**config.mk**
```make
export PLATFORM = sky130hd
export DESIGN_NAME = spim_top
export DESIGN_NICKNAME = d
export VERILOG_FILES = /design/src/common/spim_pkg.sv /design/src/hw/spim_clkgen.sv /design/src/hw/spim_edge.sv /design/src/hw/spim_top.sv
export VERILOG_INCLUDE_DIRS = /design/src /design/src/common
export SDC_FILE = /design/constraint.sdc
export NUM_CORES = 1
export LEC_CHECK = 0
export CORE_UTILIZATION = 50
export DETAILED_ROUTE_END_ITERATION = 8
export DONT_BUFFER_PORTS = 1
export HOLD_SLACK_MARGIN = 0.05
export PLACE_DENSITY = 0.68
export SLEW_MARGIN = 40
export SYNTH_ARGS = -nofsm -noshare
export SYNTH_HDL_FRONTEND = slang
export SYNTH_SLANG_ARGS = --single-unit
```
**constraint.sdc**
```tcl
create_clock -name MCLK_I -period 3 [get_ports MCLK_I]
set_clock_uncertainty 0.2 [all_clocks]
set_input_delay 0.75 -clock MCLK_I [delete_from_list [all_inputs] [get_ports MCLK_I]]
set_output_delay 0.75 -clock MCLK_I [all_outputs]
set_load 0.02 [all_outputs]
```
**src/common/spim_map.svh**
```systemverilog
// offsets, field positions, reset values and divider counts of the spi port
`ifndef SPIM_MAP_SVH
`define SPIM_MAP_SVH

// ============================================================
// register offsets
`define SPIM_ADDR_MODE    2'h0
`define SPIM_ADDR_LINE    2'h1
`define SPIM_ADDR_DATA    2'h2

// ============================================================
// mode control fields
`define SPIM_MC_ICF       0
`define SPIM_MC_EN        1
`define SPIM_MC_UMD       4
`define SPIM_MC_MODE_LSB  5
`define SPIM_MC_MODE_MSB  7

// ============================================================
// line control fields
`define SPIM_LC_TRF       0
`define SPIM_LC_WRITE_COLLISION_FLAG      1
`define SPIM_LC_SELECT_PIN_ENABLE      2
`define SPIM_LC_MLS       3
`define SPIM_LC_CAPTURE_EDGE_SELECT      4
`define SPIM_LC_CLOCK_IDLE_POLARITY    5

// ============================================================
// reset values
`define SPIM_RST_MODE     8'he0
`define SPIM_RST_LINE     8'h00
`define SPIM_RST_DATA     8'h00

// ============================================================
// operating mode codes
`define SPIM_MODE_DIV4    3'h0
`define SPIM_MODE_DIV16   3'h1
`define SPIM_MODE_DIV64   3'h2
`define SPIM_MODE_SUB     3'h3
`define SPIM_MODE_TMR     3'h4
`define SPIM_MODE_SLAVE   3'h5

// ============================================================
// system clocks per half serial clock period, then last half, last bit and bits per byte
`define SPIM_HALF_DIV4    6'd2
`define SPIM_HALF_DIV16   6'd8
`define SPIM_HALF_DIV64   6'd32
`define SPIM_LAST_HALF    4'd15
`define SPIM_LAST_BIT     4'd7
`define SPIM_BYTE_BITS    4'd8

`endif

```
**src/common/spim_pkg.sv**
```systemverilog
// types shared by the spi port modules
package spim_pkg;

    typedef enum logic [0:0]
    {
        ST_IDLE  = 1'b0,
        ST_SHIFT = 1'b1
    } spim_st_e;

    typedef struct packed
    {
        logic [7:0] mode_ctrl;
        logic [7:0] line_ctrl;
        logic [7:0] shreg;
        spim_st_e   st;
        logic [3:0] bit_cnt;
        logic [3:0] half_cnt;
        logic       pend;
        logic       samp;
        logic       sdo;
        logic       sck;
        logic [7:0] rdata;
    } spim_state_s;

    typedef struct packed
    {
        logic [5:0] cnt;
        logic       sub_prev;
    } spim_div_s;

    typedef struct packed
    {
        logic prev;
    } spim_edge_s;

endpackage

```
**src/hw/spim_clkgen.sv**
```systemverilog
// half-period tick generator for the master serial clock
`timescale 1ns/1ns
`include "spim_map.svh"
module spim_clkgen
(
    // clock and reset
    input  wire logic       clk_i,
    input  wire logic       rst_n_i,
    // control
    input  wire logic       run_i,
    input  wire logic [2:0] sel_i,
    // alternate sources
    input  wire logic       sub_clk_i,
    input  wire logic       tmr_match_i,
    // tick
    output logic            half_tick_o
);
    spim_pkg::spim_div_s s;
    spim_pkg::spim_div_s next_s;
    logic [5:0]          last;

    always_comb
    begin
        next_s = s;
        next_s.sub_prev = sub_clk_i;
        half_tick_o = 1'b0;
        if (sel_i == `SPIM_MODE_DIV4)
            last = `SPIM_HALF_DIV4 - 6'd1;
        else if (sel_i == `SPIM_MODE_DIV16)
            last = `SPIM_HALF_DIV16 - 6'd1;
        else
            last = `SPIM_HALF_DIV64 - 6'd1;
        if (!run_i)
            next_s.cnt = 6'd0;
        else if (sel_i == `SPIM_MODE_SUB)
            half_tick_o = sub_clk_i ^ s.sub_prev; // each sub edge: half period
        else if (sel_i == `SPIM_MODE_TMR)
            half_tick_o = tmr_match_i; // two matches per serial period
        else if (s.cnt == last)
        begin
            half_tick_o = 1'b1;
            next_s.cnt = 6'd0;
        end
        else
            next_s.cnt = s.cnt + 6'd1;
    end

    always_ff @(posedge clk_i or negedge rst_n_i)
    begin
        if (!rst_n_i)
            s <= '0;
        else
            s <= next_s;
    end
endmodule // spim_clkgen

```
**src/hw/spim_edge.sv**
```systemverilog
// leading and trailing edge finder for the external serial clock
`timescale 1ns/1ns
module spim_edge
(
    // clock and reset
    input  wire logic clk_i,
    input  wire logic rst_n_i,
    // serial clock
    input  wire logic en_i,
    input  wire logic sck_i,
    input  wire logic idle_hi_i,
    // events
    output logic      lead_o,
    output logic      trail_o
);
    spim_pkg::spim_edge_s s;
    spim_pkg::spim_edge_s next_s;
    logic                 chg;

    always_comb
    begin
        next_s.prev = sck_i;
        chg = en_i & (s.prev ^ sck_i);
        lead_o = chg & (sck_i != idle_hi_i);
        trail_o = chg & (sck_i == idle_hi_i);
    end

    always_ff @(posedge clk_i or negedge rst_n_i)
    begin
        if (!rst_n_i)
            s.prev <= 1'b1; // matches the idle-high default, no false edge
        else
            s <= next_s;
    end
endmodule // spim_edge

```
**src/hw/spim_top.sv**
```systemverilog
// four-line spi master/slave port with its register file
// ============================================================
// Function
// - modes 000/001/010: master, serial clock is system clock /4, /16, /64
// - 011 sub clock master, 100 timer match/2 master, 101 slave, others idle
// - interface enable low: lines released, engine held idle
// - slave deselected mid byte sets incomplete and done flags
// - software setting incomplete flag never sets done flag
// - idle polarity 0 keeps clock high, 1 keeps it low
// - capture edge follows polarity and edge bit table
// - order bit 1 sends msb first, 0 lsb first
// - select enable 0 ignores select pin, 1 uses it active low
// - data write during transfer dropped, collision flag set, software clears
// - done flag set at each completion, held until software clears it or the next byte starts
// - one 8-bit data register holds transmit and receive byte
// - master alone drives clock; slave uses external clock
// - line control and data reachable only in spi modes
// - byte shifts out while another shifts in
// - line control bits 7 and 6 are plain read/write storage
// - master data write while enabled starts transfer at once
// - enabled: data output high idle except a slave's first bit after a data write, master drives clock idle level
// - slave with select disabled is always active
`timescale 1ns/1ns
`include "spim_map.svh"
module spim_top
(
    // clock and reset
    input  wire logic       MCLK_I,
    input  wire logic       RST_N_I,
    // register port
    input  wire logic [1:0] ADDR_I,
    input  wire logic [7:0] WDATA_I,
    input  wire logic       WE_I,
    input  wire logic       RE_I,
    output logic      [7:0] RDATA_O,
    // alternate master clock sources
    input  wire logic       SUB_CLK_I,
    input  wire logic       TMR_MATCH_I,
    // serial lines
    input  wire logic       SCK_I,
    output logic            SCK_O,
    output logic            SCK_OE_O,
    input  wire logic       SDI_I,
    output logic            SDO_O,
    output logic            SDO_OE_O,
    input  wire logic       SCS_N_I,
    // status
    output logic            XFER_DONE_O
);
    spim_pkg::spim_state_s s;
    spim_pkg::spim_state_s next_s;

    logic [2:0] mode;
    logic       spi_sel;
    logic       master;
    logic       slave;
    logic       en;
    logic       busy;
    logic       slave_act;
    logic       capture_edge_select;
    logic       msb;
    logic       select_pin_enable;
    logic       tick;
    logic       s_lead;
    logic       s_trail;
    logic       ev_lead;
    logic       ev_trail;
    logic       cap;
    logic       lau;
    logic       abort;
    logic       wr_data;

    function automatic logic out_bit(input logic [7:0] sh, input logic m);
        out_bit = m ? sh[7] : sh[0];
    endfunction

    function automatic logic [7:0] shift_in(input logic [7:0] sh, input logic b,
                                            input logic m);
        shift_in = m ? {sh[6:0], b} : {b, sh[7:1]};
    endfunction

    // ============================================================
    // decode
    always_comb
    begin
        mode = s.mode_ctrl[`SPIM_MC_MODE_MSB:`SPIM_MC_MODE_LSB];
        spi_sel = !s.mode_ctrl[`SPIM_MC_UMD] && (mode <= `SPIM_MODE_SLAVE);
        master = spi_sel && (mode < `SPIM_MODE_SLAVE);
        slave = spi_sel && (mode == `SPIM_MODE_SLAVE);
        en = s.mode_ctrl[`SPIM_MC_EN] && spi_sel;
        capture_edge_select = s.line_ctrl[`SPIM_LC_CAPTURE_EDGE_SELECT];
        msb = s.line_ctrl[`SPIM_LC_MLS];
        select_pin_enable = s.line_ctrl[`SPIM_LC_SELECT_PIN_ENABLE];
        busy = (s.st == spim_pkg::ST_SHIFT);
        slave_act = en && slave && (!select_pin_enable || !SCS_N_I);
        abort = en && slave && select_pin_enable && SCS_N_I && busy;
        ev_lead = master ? (tick && !s.half_cnt[0]) : s_lead;
        ev_trail = master ? (tick && s.half_cnt[0]) : s_trail;
        cap = capture_edge_select ? ev_lead : ev_trail;
        lau = capture_edge_select ? ev_trail : ev_lead;
        wr_data = WE_I && (ADDR_I == `SPIM_ADDR_DATA) && spi_sel;
    end

    // master clock only runs while a byte is moving
    spim_clkgen u_clkgen
    (
        .clk_i       (MCLK_I),
        .rst_n_i     (RST_N_I),
        .run_i       (en && master && busy),
        .sel_i       (mode),
        .sub_clk_i   (SUB_CLK_I),
        .tmr_match_i (TMR_MATCH_I),
        .half_tick_o (tick)
    );

    spim_edge u_edge
    (
        .clk_i     (MCLK_I),
        .rst_n_i   (RST_N_I),
        .en_i      (slave_act),
        .sck_i     (SCK_I),
        .idle_hi_i (!s.line_ctrl[`SPIM_LC_CLOCK_IDLE_POLARITY]),
        .lead_o    (s_lead),
        .trail_o   (s_trail)
    );

    // ============================================================
    // next state
    always_comb
    begin
        next_s = s;
        next_s.rdata = 8'h00;

        // reads answer the cycle after the strobe only
        if (RE_I)
        begin
            if (ADDR_I == `SPIM_ADDR_MODE)
                next_s.rdata = s.mode_ctrl;
            else if (ADDR_I == `SPIM_ADDR_LINE && spi_sel)
                next_s.rdata = s.line_ctrl;
            else if (ADDR_I == `SPIM_ADDR_DATA && spi_sel)
                next_s.rdata = s.shreg;
        end

        // software writes come first so hardware sets win
        if (WE_I && ADDR_I == `SPIM_ADDR_MODE)
            next_s.mode_ctrl = WDATA_I;
        if (WE_I && ADDR_I == `SPIM_ADDR_LINE && spi_sel)
            next_s.line_ctrl = WDATA_I;
        if (wr_data)
        begin
            if (busy)
                next_s.line_ctrl[`SPIM_LC_WRITE_COLLISION_FLAG] = 1'b1;
            else
            begin
                next_s.shreg = WDATA_I;
                next_s.sdo = out_bit(WDATA_I, msb);
                if (en && master)
                begin
                    next_s.st = spim_pkg::ST_SHIFT;
                    next_s.half_cnt = 4'd0;
                    next_s.bit_cnt = 4'd0;
                    next_s.pend = 1'b0;
                    next_s.line_ctrl[`SPIM_LC_TRF] = 1'b0;
                end
            end
        end

        // slave wakes only on a leading edge: the trailing edge after the
        // last capture, or a parked clock moving, must not open a new byte
        if (slave_act && !busy && ev_lead)
        begin
            next_s.st = spim_pkg::ST_SHIFT;
            next_s.bit_cnt = 4'd0;
            next_s.pend = 1'b0;
            next_s.line_ctrl[`SPIM_LC_TRF] = 1'b0;
        end

        // capture then launch, so the line never changes on its own sample edge
        if (busy || (slave_act && ev_lead))
        begin
            if (cap)
            begin
                if (s.bit_cnt == `SPIM_LAST_BIT)
                begin
                    next_s.shreg = shift_in(s.shreg, SDI_I, msb);
                    next_s.pend = 1'b0;
                end
                else
                begin
                    next_s.samp = SDI_I;
                    next_s.pend = 1'b1;
                end
                next_s.bit_cnt = s.bit_cnt + 4'd1;
            end
            else if (lau && s.pend)
            begin
                next_s.shreg = shift_in(s.shreg, s.samp, msb);
                next_s.sdo = out_bit(shift_in(s.shreg, s.samp, msb), msb);
                next_s.pend = 1'b0;
            end
        end

        // master edges and end of byte
        if (master && busy && tick)
        begin
            next_s.sck = !s.sck;
            next_s.half_cnt = s.half_cnt + 4'd1;
            if (s.half_cnt == `SPIM_LAST_HALF)
            begin
                next_s.st = spim_pkg::ST_IDLE;
                next_s.bit_cnt = 4'd0;
                next_s.sdo = 1'b1;
                next_s.line_ctrl[`SPIM_LC_TRF] = 1'b1;
            end
        end

        // slave ends on its eighth capture
        if (slave && next_s.bit_cnt == `SPIM_BYTE_BITS)
        begin
            next_s.st = spim_pkg::ST_IDLE;
            next_s.bit_cnt = 4'd0;
            next_s.sdo = 1'b1;
            next_s.line_ctrl[`SPIM_LC_TRF] = 1'b1;
        end

        if (abort)
        begin
            next_s.st = spim_pkg::ST_IDLE;
            next_s.bit_cnt = 4'd0;
            next_s.pend = 1'b0;
            next_s.sdo = 1'b1;
            next_s.mode_ctrl[`SPIM_MC_ICF] = 1'b1;
            next_s.line_ctrl[`SPIM_LC_TRF] = 1'b1;
        end

        // clock parks at its idle level outside a byte
        if (next_s.st == spim_pkg::ST_IDLE)
            next_s.sck = !next_s.line_ctrl[`SPIM_LC_CLOCK_IDLE_POLARITY];

        // disabled: engine frozen idle, register contents kept
        if (!en)
        begin
            next_s.st = spim_pkg::ST_IDLE;
            next_s.bit_cnt = 4'd0;
            next_s.pend = 1'b0;
            next_s.sdo = 1'b1;
        end
    end

    always_ff @(posedge MCLK_I or negedge RST_N_I)
    begin
        if (!RST_N_I)
        begin
            s <= '0;
            s.mode_ctrl <= `SPIM_RST_MODE;
            s.line_ctrl <= `SPIM_RST_LINE;
            s.shreg <= `SPIM_RST_DATA;
            s.sdo <= 1'b1;
            s.sck <= 1'b1;
        end
        else
            s <= next_s;
    end

    // ============================================================
    // outputs
    assign RDATA_O = s.rdata;
    assign SCK_O = s.sck;
    assign SCK_OE_O = en && master;
    assign SDO_O = s.sdo;
    assign SDO_OE_O = en;
    assign XFER_DONE_O = s.line_ctrl[`SPIM_LC_TRF];

    // ============================================================
    // checks
    chk_write_collision_flag_on_busy: assert property (@(posedge MCLK_I) disable iff (!RST_N_I)
        wr_data && busy |=> s.line_ctrl[`SPIM_LC_WRITE_COLLISION_FLAG])
        else $error("collision not flagged");

    // a shift edge in the same cycle legally moves the register
    chk_write_collision_flag_keeps_data: assert property (@(posedge MCLK_I) disable iff (!RST_N_I)
        wr_data && busy && !cap && !lau |=> $stable(s.shreg))
        else $error("colliding write overwrote data");

    chk_master_start: assert property (@(posedge MCLK_I) disable iff (!RST_N_I)
        wr_data && !busy && en && master |=> busy && !XFER_DONE_O)
        else $error("master write did not start a byte");

    chk_done_at_end: assert property (@(posedge MCLK_I) disable iff (!RST_N_I)
        busy && en && master ##1 !busy && $past(en) |-> XFER_DONE_O)
        else $error("done flag missing after master byte");

    chk_busy_no_done: assert property (@(posedge MCLK_I) disable iff (!RST_N_I)
        busy && $past(busy) |-> !XFER_DONE_O)
        else $error("done flag high during transfer");

    chk_idle_level: assert property (@(posedge MCLK_I) disable iff (!RST_N_I)
        !busy && $past(!busy) && !$past(WE_I) |-> SCK_O == !s.line_ctrl[`SPIM_LC_CLOCK_IDLE_POLARITY])
        else $error("serial clock off its idle level");

    chk_div4_rate: assert property (@(posedge MCLK_I) disable iff (!RST_N_I)
        busy && mode == `SPIM_MODE_DIV4 && en && $changed(s.sck) && s.half_cnt != 4'd0
        |=> $stable(s.sck) ##1 $changed(s.sck))
        else $error("divide by four clock wrong");

    chk_abort_flags: assert property (@(posedge MCLK_I) disable iff (!RST_N_I)
        abort |=> s.mode_ctrl[`SPIM_MC_ICF] && XFER_DONE_O && !busy)
        else $error("incomplete slave byte not flagged");

    chk_sw_icf: assert property (@(posedge MCLK_I) disable iff (!RST_N_I)
        WE_I && ADDR_I == `SPIM_ADDR_MODE && WDATA_I[`SPIM_MC_ICF] && !busy && !XFER_DONE_O
        |=> !XFER_DONE_O)
        else $error("software incomplete flag set done flag");

    chk_off_released: assert property (@(posedge MCLK_I) disable iff (!RST_N_I)
        !en |-> !SCK_OE_O && !SDO_OE_O ##1 !busy)
        else $error("lines driven while disabled");
endmodule // spim_top

```
== Word-level counts from Yosys, hierarchy flattened ==
Cells that the tools add are included.

* Bits in registers: 53
* Input port bits: 19
* Output and inout bits: 13
* Logic and storage cells: 154

* Add/subtract/negate cells: 3
* $lt $le $gt $ge: 2
* Equal/unequal tests: 16
* Muxes and demuxes: 66
* Bitwise gates (word level): 6
* Reduce and logical (&&, ||, !) cells: 45

{| class="wikitable"
|+ Operators with widths
! cell !! count
|-
| 2-to-1 mux 8 bit || 10
|-
| 2-to-1 mux 1 bit || 36
|-
| 2-to-1 mux 5 bit || 7
|-
| 2-to-1 mux 6 bit || 5
|-
| logical AND 1 bit || 27
|-
| 2-to-1 mux 20 bit || 1
|-
| 2-to-1 mux 19 bit || 1
|-
| 2-to-1 mux 10 bit || 1
|-
| 2-to-1 mux 9 bit || 1
|-
| adder 4 x 1 -> 4 bit, second input constant || 2
|-
| == test 4 bit, second input constant || 2
|-
| logical NOT 1 bit || 8
|-
| 2-to-1 mux 4 bit || 2
|-
| adder 6 x 1 -> 6 bit, second input constant || 1
|-
| == test 3 bit, second input constant || 2
|-
| == test 6 x 5 -> 1 bit || 1
|-
| != test 2 bit, second input constant || 3
|-
| AND reduction 3 bit || 2
|-
| nonzero test 2 bit || 3
|-
| == test 4 x 3 -> 1 bit, second input constant || 1
|-
| AND 1 bit || 3
|-
| == test 3 x 1 -> 1 bit, second input constant || 1
|-
| == test 3 x 2 -> 1 bit, second input constant || 1
|-
| <= comparator 3 bit, second input constant || 1
|-
| other kinds (14) || 16
|}

== Depth between registers and ports, before layout ==
Gate-level depths: netlist of the first run.

* Depth after elaboration: 21
* Mapped depth: 12
* Depth with buffers taken out: 8

== Hierarchy ==
A second synthesis of the first run with hierarchy kept.

* Cell total of the unflattened synthesis: 306
* Area, all modules: 3,056.7 um^2

{| class="wikitable"
|+ By module, submodules not included
! module !! instances !! cells each !! area each (um^2) !! sequential area each (um^2)
|-
| spim_top || 1 || 253 || 2,548.7 || 1,132.3
|-
| spim_clkgen || 1 || 46 || 445.4 || 175.2
|-
| spim_edge || 1 || 7 || 62.6 || 26.3
|}

== Least setup slack after synthesis of the first run ==
No wires, ideal clock.

* Kind: in2reg
* Start: input SUB_CLK_I
* End: register s[28] (netlist bit)
* Library setup time: 0.126 ns
* Arrival: 2.483 ns
* Required time: 2.674 ns
* Slack: 0.191 ns
* Cell stages on the path: 9
* Path buffers: 2
* Cell sequence: xnor2_1 -> a21oi_1 -> o21a_1 -> a311o_1 -> and2_4 -> buf_6 -> buf_6 -> a32o_1 -> a221o_1

{| class="wikitable"
|+ RTL lines
! item !! line !! source
|-
| start: declaration || spim_top.sv:37 || <nowiki>input wire logic SUB_CLK_I,</nowiki>
|-
| end signal: assignment || spim_top.sv:263 || <nowiki>s <= next_s;</nowiki>
|-
| end: declaration || spim_top.sv:50 || <nowiki>spim_pkg::spim_state_s s;</nowiki>
|}

==> results of run 1 <==
registers in the layout, indices dropped and copies added, names as in the netlist:
signal / flops
RDATA_O: 8
SCK_O: 1
SDO_O: 1
XFER_DONE_O: 1
busy: 1
capture_edge_select: 1
mode: 3
msb: 1
s: 28
u_clkgen.s: 7
u_edge.s: 1
power groups by stage:
stage          Sequential (W)  Clock [W]  Combinational (W)
6_report              0.00102   0.000430           0.000410
3_3_place_gp          0.00102          0           0.000378
3_5_place_dp          0.00103          0           0.000384
4_1_cts               0.00102   0.000444           0.000402
5_1_grt               0.00104   0.000471           0.000451
2_1_floorplan        0.000944          0           0.000376
layer usage:
layer,vias up,track usage
li1,1138,-
met1,1144,0.328
met2,63,0.345
met3,10,0.0584
met4,0,0.0768
met5,-,0
synth_stat cells (2+ instances only):
master	number	share of area
dfrtp_1	47	0.38
a21oi_1	28	0.045
nand2_1	24	0.029
nor2_1	21	0.025
nand3_1	16	0.026
nor2b_1	16	0.032
mux2_2	14	0.051
mux2i_1	14	0.045
o21ai_0	11	0.018
a211oi_1	9	0.022
buf_4	9	0.022
nand2b_1	8	0.016
clkbuf_1	7	0.0085
inv_1	7	0.0085
and3b_1	6	0.017
dfstp_2	6	0.051
xnor2_1	6	0.017
nor3b_1	5	0.012
buf_6	4	0.015
and2_1	3	0.0060
and3_1	3	0.0060
ha_1	3	0.012
nand4_1	3	0.0060
nor3_1	3	0.0048
o31ai_1	3	0.0073
or3_1	3	0.0060
xor2_1	3	0.0085
a21o_1	2	0.0048
a221o_1	2	0.0064
a31oi_1	2	0.0040
buf_2	2	0.0032
nor4_1	2	0.0040
o2111ai_1	2	0.0056
cells by family after synthesis:
| logic type | after synthesis | share of synthesized area |
|---|---|---|
| adders and majority gates | 3 | 0.0121 |
| buffers and inverters | 30 | 0.0576 |
| DFF | 53 | 0.430 |
| xor gates and xnor gates | 9 | 0.0254 |
| and+or+nand+nor | 119 | 0.208 |
| muxes | 28 | 0.0959 |
| AOI/OAI and AO/OA | 77 | 0.171 |
final timing paths:
path	slack (ns)	endpoint	startpoint	cells after the start
worst max-delay path	0.13	s[19]	mode[2]	8
worst min-delay path	0.07	u_clkgen.s[3]	RST_N_I	1
worst max register to register	0.13	s[19]	mode[2]	8
worst min register to register	0.31	s[37]	s[37]	2
max in group asynchronous	1.67	u_edge.s	RST_N_I	1
min in group MCLK_I	0.22	u_edge.s	SCK_I	0
metrics by stage:
step | instance area [µm²] | utilization | std cells
final | 3300 | 0.554 | 395
after global routing | 3300 | 0.554 | 395
after CTS | 3250 | 0.546 | 391
after detailed placement | 3130 | 0.525 | 382
after global placement | 3130 | 0.525 | 382
after floorplan | 3100 | - | 319
area by class of cell:
cell class,instances,share of cell area
Multi-Input combinational cell,236,0.483
Sequential cell,53,0.404
Timing Repair Buffer,16,0.0478
Tap cell,75,0.0284
Clock buffer,5,0.0208
Inverter,7,0.00796
Clock inverter,3,0.00758
what timing repair did:
item,in CTS,in global routing
buffers inserted,0,2
endpoints found under the setup margin,0,8
endpoints found under the hold margin,47,5
hold buffers,1,2
gates resized for setup,0,2
==> results.sh, run 1 <==
export IMPL_status="completed"
export IMPL_power_density_mw_per_mm2=563
export IMPL_period_needed_ns=2.87
export IMPL_antenna_found_initial=0
export IMPL_clkPwrFrac=0.231
export IMPL_ys_dominant_reg_cell="dfrtp_1"
export IMPL_antenna_left=0
export IMPL_layout_commonest_cell="dfrtp_1"
export IMPL_ir_drop_v=0.000307
export IMPL_p_sw_frac=0.344
export IMPL_route_met2_wl_mm=3.23
export IMPL_highest_layer="met4"
export IMPL_path_max_fanout=14
export IMPL_ys_ff_latch=53
export IMPL_cts_tree="yes"
export IMPL_crit_required_ns=2.98
export IMPL_crit_buf_inv=1
export IMPL_die_y_um=80.8
export IMPL_startpoint_type="flip-flop"
export IMPL_synth_area_mm2=0.00310
export IMPL_nFillCells=538
export IMPL_nNetsFinal=341
export IMPL_grt_pass1_vias=2168
export IMPL_timing_max_cap_violations=0
export IMPL_first_pass_iters=4
export IMPL_area_growth_pct=6.33
export IMPL_syn_inst=319
export IMPL_clkTransAtPathRegs_ns=0.10
export IMPL_seqPwrFrac=0.548
export IMPL_critPathSlowestCell="dfstp_2"
export IMPL_drc=0
export IMPL_cts_made_buffers=5
export IMPL_fmax_ghz=0.349
export IMPL_grt_max_degree=48
export IMPL_drive_gt1_frac=0.159
export IMPL_rows=28
export IMPL_synth_distinct_cells=58
export IMPL_hpwl_mm=5.00
export IMPL_cp_top_family="compound AO/OA/AOI/OAI gates"
export IMPL_diodes=0
export IMPL_yosysWarnings=0
export IMPL_p_int_w=0.00122
export IMPL_core_region_area_mm2=0.00596
export IMPL_cts_path_max_buffers=2
export IMPL_clk_latency_ns=0.32
export IMPL_synthArstFlopShare=1.00
export IMPL_p_sw_w=0.000638
export IMPL_crit_chain="buf_4 -> o21ai_0 -> and2_1 -> a311o_1 -> and2_4 -> o31a_1 -> a221oi_2 -> a211oi_1"
export IMPL_start_util=0.521
export IMPL_synth_area_per_cell_um2=9.73
export IMPL_track_usage=0.232
export IMPL_synth_enable_flop_cells=0
export IMPL_wl_mm=7.11
export IMPL_crit_path_end_kind="flip-flop"
export IMPL_multi_input_area_mm2=0.00160
export IMPL_finalMaxSlewViolations=0
export IMPL_overflow=0
export IMPL_pre_cts_slack_ns=0.0812
export IMPL_die_w_um=80.8
export IMPL_arrival_ns=2.85
export IMPL_cts_root_buf="clkbuf_8"
export IMPL_setup_viol=0
export IMPL_p_leak_nw=1.41
export IMPL_wl_met1_mm=3.33
export IMPL_synth_seq_area_share=0.430
export IMPL_cts_htree_levels=2
export IMPL_io_pins=32
export IMPL_tightest_slew_ns=0.616
export IMPL_setup_slack_ns=0.131
export IMPL_holdWs_ns=0.0667
export IMPL_critPathKind="flip-flop to flip-flop"
export IMPL_vias=2355
export IMPL_combPwrFrac=0.221
export IMPL_fin_total_pwr_w=0.00186
export IMPL_clkSinkCount=53
export IMPL_drt_iter0_markers=160
export IMPL_rsz0062_at_grt="yes"
export IMPL_syn_nets=341
export IMPL_most_common_layout_cells="dfrtp_1, a21oi_1, nand2_1"
export IMPL_via_per_inst=5.96
export IMPL_gp_congestion=0.912
export IMPL_die_area_mm2=0.00653
export IMPL_wl_per_cell_um=18.0
export IMPL_hold_class="input pin to async pin"
export IMPL_finalSetupTns_ns=0
export IMPL_cp_slowest_stage_delay_ns=0.60
export IMPL_grt_pass1_wl_mm=11.2
export IMPL_wl_met3_um=425
export IMPL_register_area_mm2=0.00133
export IMPL_portBuffers=0
export IMPL_finalHoldViolCount=0
export IMPL_relSlewSlack=0.586
export IMPL_min_period_over_period=0.956
No activity file was read; power rests on OpenSTA's default activity.
==> run 2: changes to the inputs <==
Settings changed: ABC_AREA from default to 1.
==> results.sh, run 2 <==
export IMPL_cts_path_max_buffers=2
export IMPL_p_sw_w=0.000715
export IMPL_finalHoldViolCount=0
export IMPL_holdWs_ns=0.0770
export IMPL_status="completed"
export IMPL_diodes=0
export IMPL_most_common_layout_cells="nand2_1, inv_1, dfrtp_1"
export IMPL_rows=28
export IMPL_finalSetupTns_ns=0
export IMPL_portBuffers=0
export IMPL_gp_congestion=0.861
export IMPL_antenna_found_initial=0
export IMPL_antenna_left=0
export IMPL_combPwrFrac=0.267
export IMPL_ys_dominant_reg_cell="dfrtp_1"
export IMPL_die_w_um=81.0
export IMPL_startpoint_type="flip-flop"
export IMPL_p_sw_frac=0.369
export IMPL_setup_viol=0
export IMPL_grt_pass1_vias=2363
export IMPL_cts_made_buffers=5
export IMPL_largest_register="s"
export IMPL_wl_per_cell_um=15.8
export IMPL_fin_cells=455
export IMPL_core_region_area_mm2=0.00596
export IMPL_fin_total_pwr_w=0.00194
export IMPL_first_pass_iters=5
export IMPL_period_needed_ns=2.63
export IMPL_synth_enable_flop_cells=0
export IMPL_rsz0062_at_grt="no"
export IMPL_synth_distinct_cells=45
export IMPL_clkSinkCount=53
export IMPL_crit_chain="inv_1 -> nand2_2 -> nor2_4 -> nand2_1 -> inv_1 -> nand3_1 -> nand3_1 -> nand2_1 -> nand2_1 -> nor2_1 -> nor2_1 -> nand2_2 -> nand2_2 -> nand2_1 -> nand2_1 -> inv_1"
export IMPL_critPathKind="flip-flop to flip-flop"
export IMPL_syn_inst=381
export IMPL_reg2reg_depth=16
export IMPL_hold_class="input pin to async pin"
export IMPL_p_leak_nw=1.60
export IMPL_seqPwrFrac=0.511
export IMPL_overflow=0
export IMPL_wl_mm=7.17
export IMPL_yosysWarnings=0
export IMPL_synth_area_per_cell_um2=8.19
export IMPL_largest_reg_flops=28
export IMPL_synth_seq_area_share=0.427
export IMPL_grt_max_degree=48
export IMPL_crit_top_cell="nand2_1"
export IMPL_crit_path_end_kind="flip-flop"
export IMPL_die_y_um=81.0
export IMPL_ir_drop_v=0.000258
export IMPL_tightest_slew_ns=0.618
export IMPL_timing_max_cap_violations=0
export IMPL_cts_tree="yes"
export IMPL_hpwl_mm=5.27
export IMPL_critPathSlowestCell="dfrtp_1"
export IMPL_clkPwrFrac=0.222
export IMPL_utilization=0.550
export IMPL_fmax_ghz=0.380
export IMPL_start_util=0.524
export IMPL_vias=2529
export IMPL_dp_cells=445
export IMPL_synth_top_cell_area_share=0.377
export IMPL_track_usage=0.235
export IMPL_power_density_mw_per_mm2=593
export IMPL_reg2reg_to="SCK_O"
export IMPL_cp_slowest_stage_delay_ns=0.40
export IMPL_post_cts_buffers=0
export IMPL_cts_root_buf="clkbuf_8"
export IMPL_ys_ff_latch=53
export IMPL_area_growth_pct=4.85
export IMPL_p_int_w=0.00122
export IMPL_nNetsFinal=401
export IMPL_die_area_mm2=0.00656
export IMPL_relSlewSlack=0.584
export IMPL_drt_iter0_markers=116
export IMPL_io_pins=32
export IMPL_finalMaxSlewViolations=0
export IMPL_syn_nets=403
export IMPL_crit_required_ns=3.05
export IMPL_timing_rr_start="s[41]"
export IMPL_synthArstFlopShare=1.00
export IMPL_cts_htree_levels=2
export IMPL_yosysTopAreaCell="dfrtp_1"
export IMPL_synth_most_common_cell="nand2_1"
export IMPL_arrival_ns=2.68
export IMPL_clkTransAtPathRegs_ns=0.09
export IMPL_synth_commonest_cells="nand2_1, inv_1, dfrtp_1, nor2_1, o21ai_0"
export IMPL_drive_gt1_frac=0.158
export IMPL_clk_latency_ns=0.31
export IMPL_regToRegSetupSlack_ns=0.37
export IMPL_synth_area_mm2=0.00312
export IMPL_min_period_over_period=0.876
export IMPL_layout_commonest_cell="nand2_1"
export IMPL_drc=0
export IMPL_path_max_fanout=9
export IMPL_synthTopCellsByArea="dfrtp_1, nand2_1, inv_1"
export IMPL_grt_pass1_wl_mm=11.7
export IMPL_via_per_inst=5.56
-- run 2: changes by cell type after synthesis, moves of 12 or more --
cell     previous run  this run
inv_1               7        55
o21ai_0            11        25
a21oi_1            28        15
mux2_2             14         2
nand2_1            24        67
nor2b_1            16         0
mux2i_1            14         1
-- run 2: metal layers --
metal  GRT usage  up-vias  share of wire
li1            -     1239              -
met1       0.315     1192           0.44
met2       0.382       86           0.48
met3      0.0506       12          0.061
met4      0.0607        0          0.013
met5           0        -              0
-- run 2: repair_timing --
item                                   in CTS  in global routing
gates resized for setup                     0                  0
endpoints found under the hold margin      47                  4
hold buffers                                1                  1
-- run 2: per-stage QoR --
stage	cell area (µm²)	setup slack [ns]
after floorplan	3120	0.646
after global placement	3140	0.409
after detailed placement	3140	0.319
after CTS	3260	0.365
after global routing	3270	0.146
final	3270	0.371
-- run 2: cell families after synthesis --
| kind of cell | synth area share |
|---|---|
| xor gates and xnor gates | 0.0196 |
| AOI/OAI and AO/OA | 0.139 |
| DFF | 0.427 |
| and+or+nand+nor | 0.283 |
| muxes | 0.0104 |
| adders and majority gates | 0.0120 |
| buffers and inverters | 0.109 |
-- run 2: layout make-up --
cell class,count,area [µm²]
inverters,66,248
repair buffers,4,52.6
multi-input cells,249,1450
clock inverters,2,13.8
well taps,75,93.8
clock buffers,6,82.6
flip-flops and latches,53,1330
fillers,544,2680
-- run 2: worst max-delay path: cells and delay by family, from the launching register on --
| kind | cells | cell delay [ns] |
|---|---|---|
| and+or+nand+nor | 13 | 1.59 |
| buffers and inverters | 3 | 0.39 |
| DFF | 1 | 0.40 |
-- run 2: power by group through the flow --
stage | Combinational [W] | Sequential, W | Clock [W]
after detailed placement | 0.000491 | 0.00101 | 0
after CTS | 0.000510 | 0.000991 | 0.000437
final | 0.000519 | 0.000992 | 0.000430
after global routing | 0.000578 | 0.00101 | 0.000466
after global placement | 0.000485 | 0.00100 | 0
after floorplan | 0.000434 | 0.000949 | 0
-- run 2: worst max path at each step --
stage | start | end | slack [ns] | cells after the start
after floorplan | ADDR_I[0] | SCK_O | 0.65 | 16
after global placement | ADDR_I[0] | SCK_O | 0.41 | 16
after detailed placement | ADDR_I[0] | SCK_O | 0.32 | 16
after CTS | s[41] | SCK_O | 0.37 | 16
after global routing | s[41] | SCK_O | 0.15 | 16
final | s[41] | SCK_O | 0.37 | 16
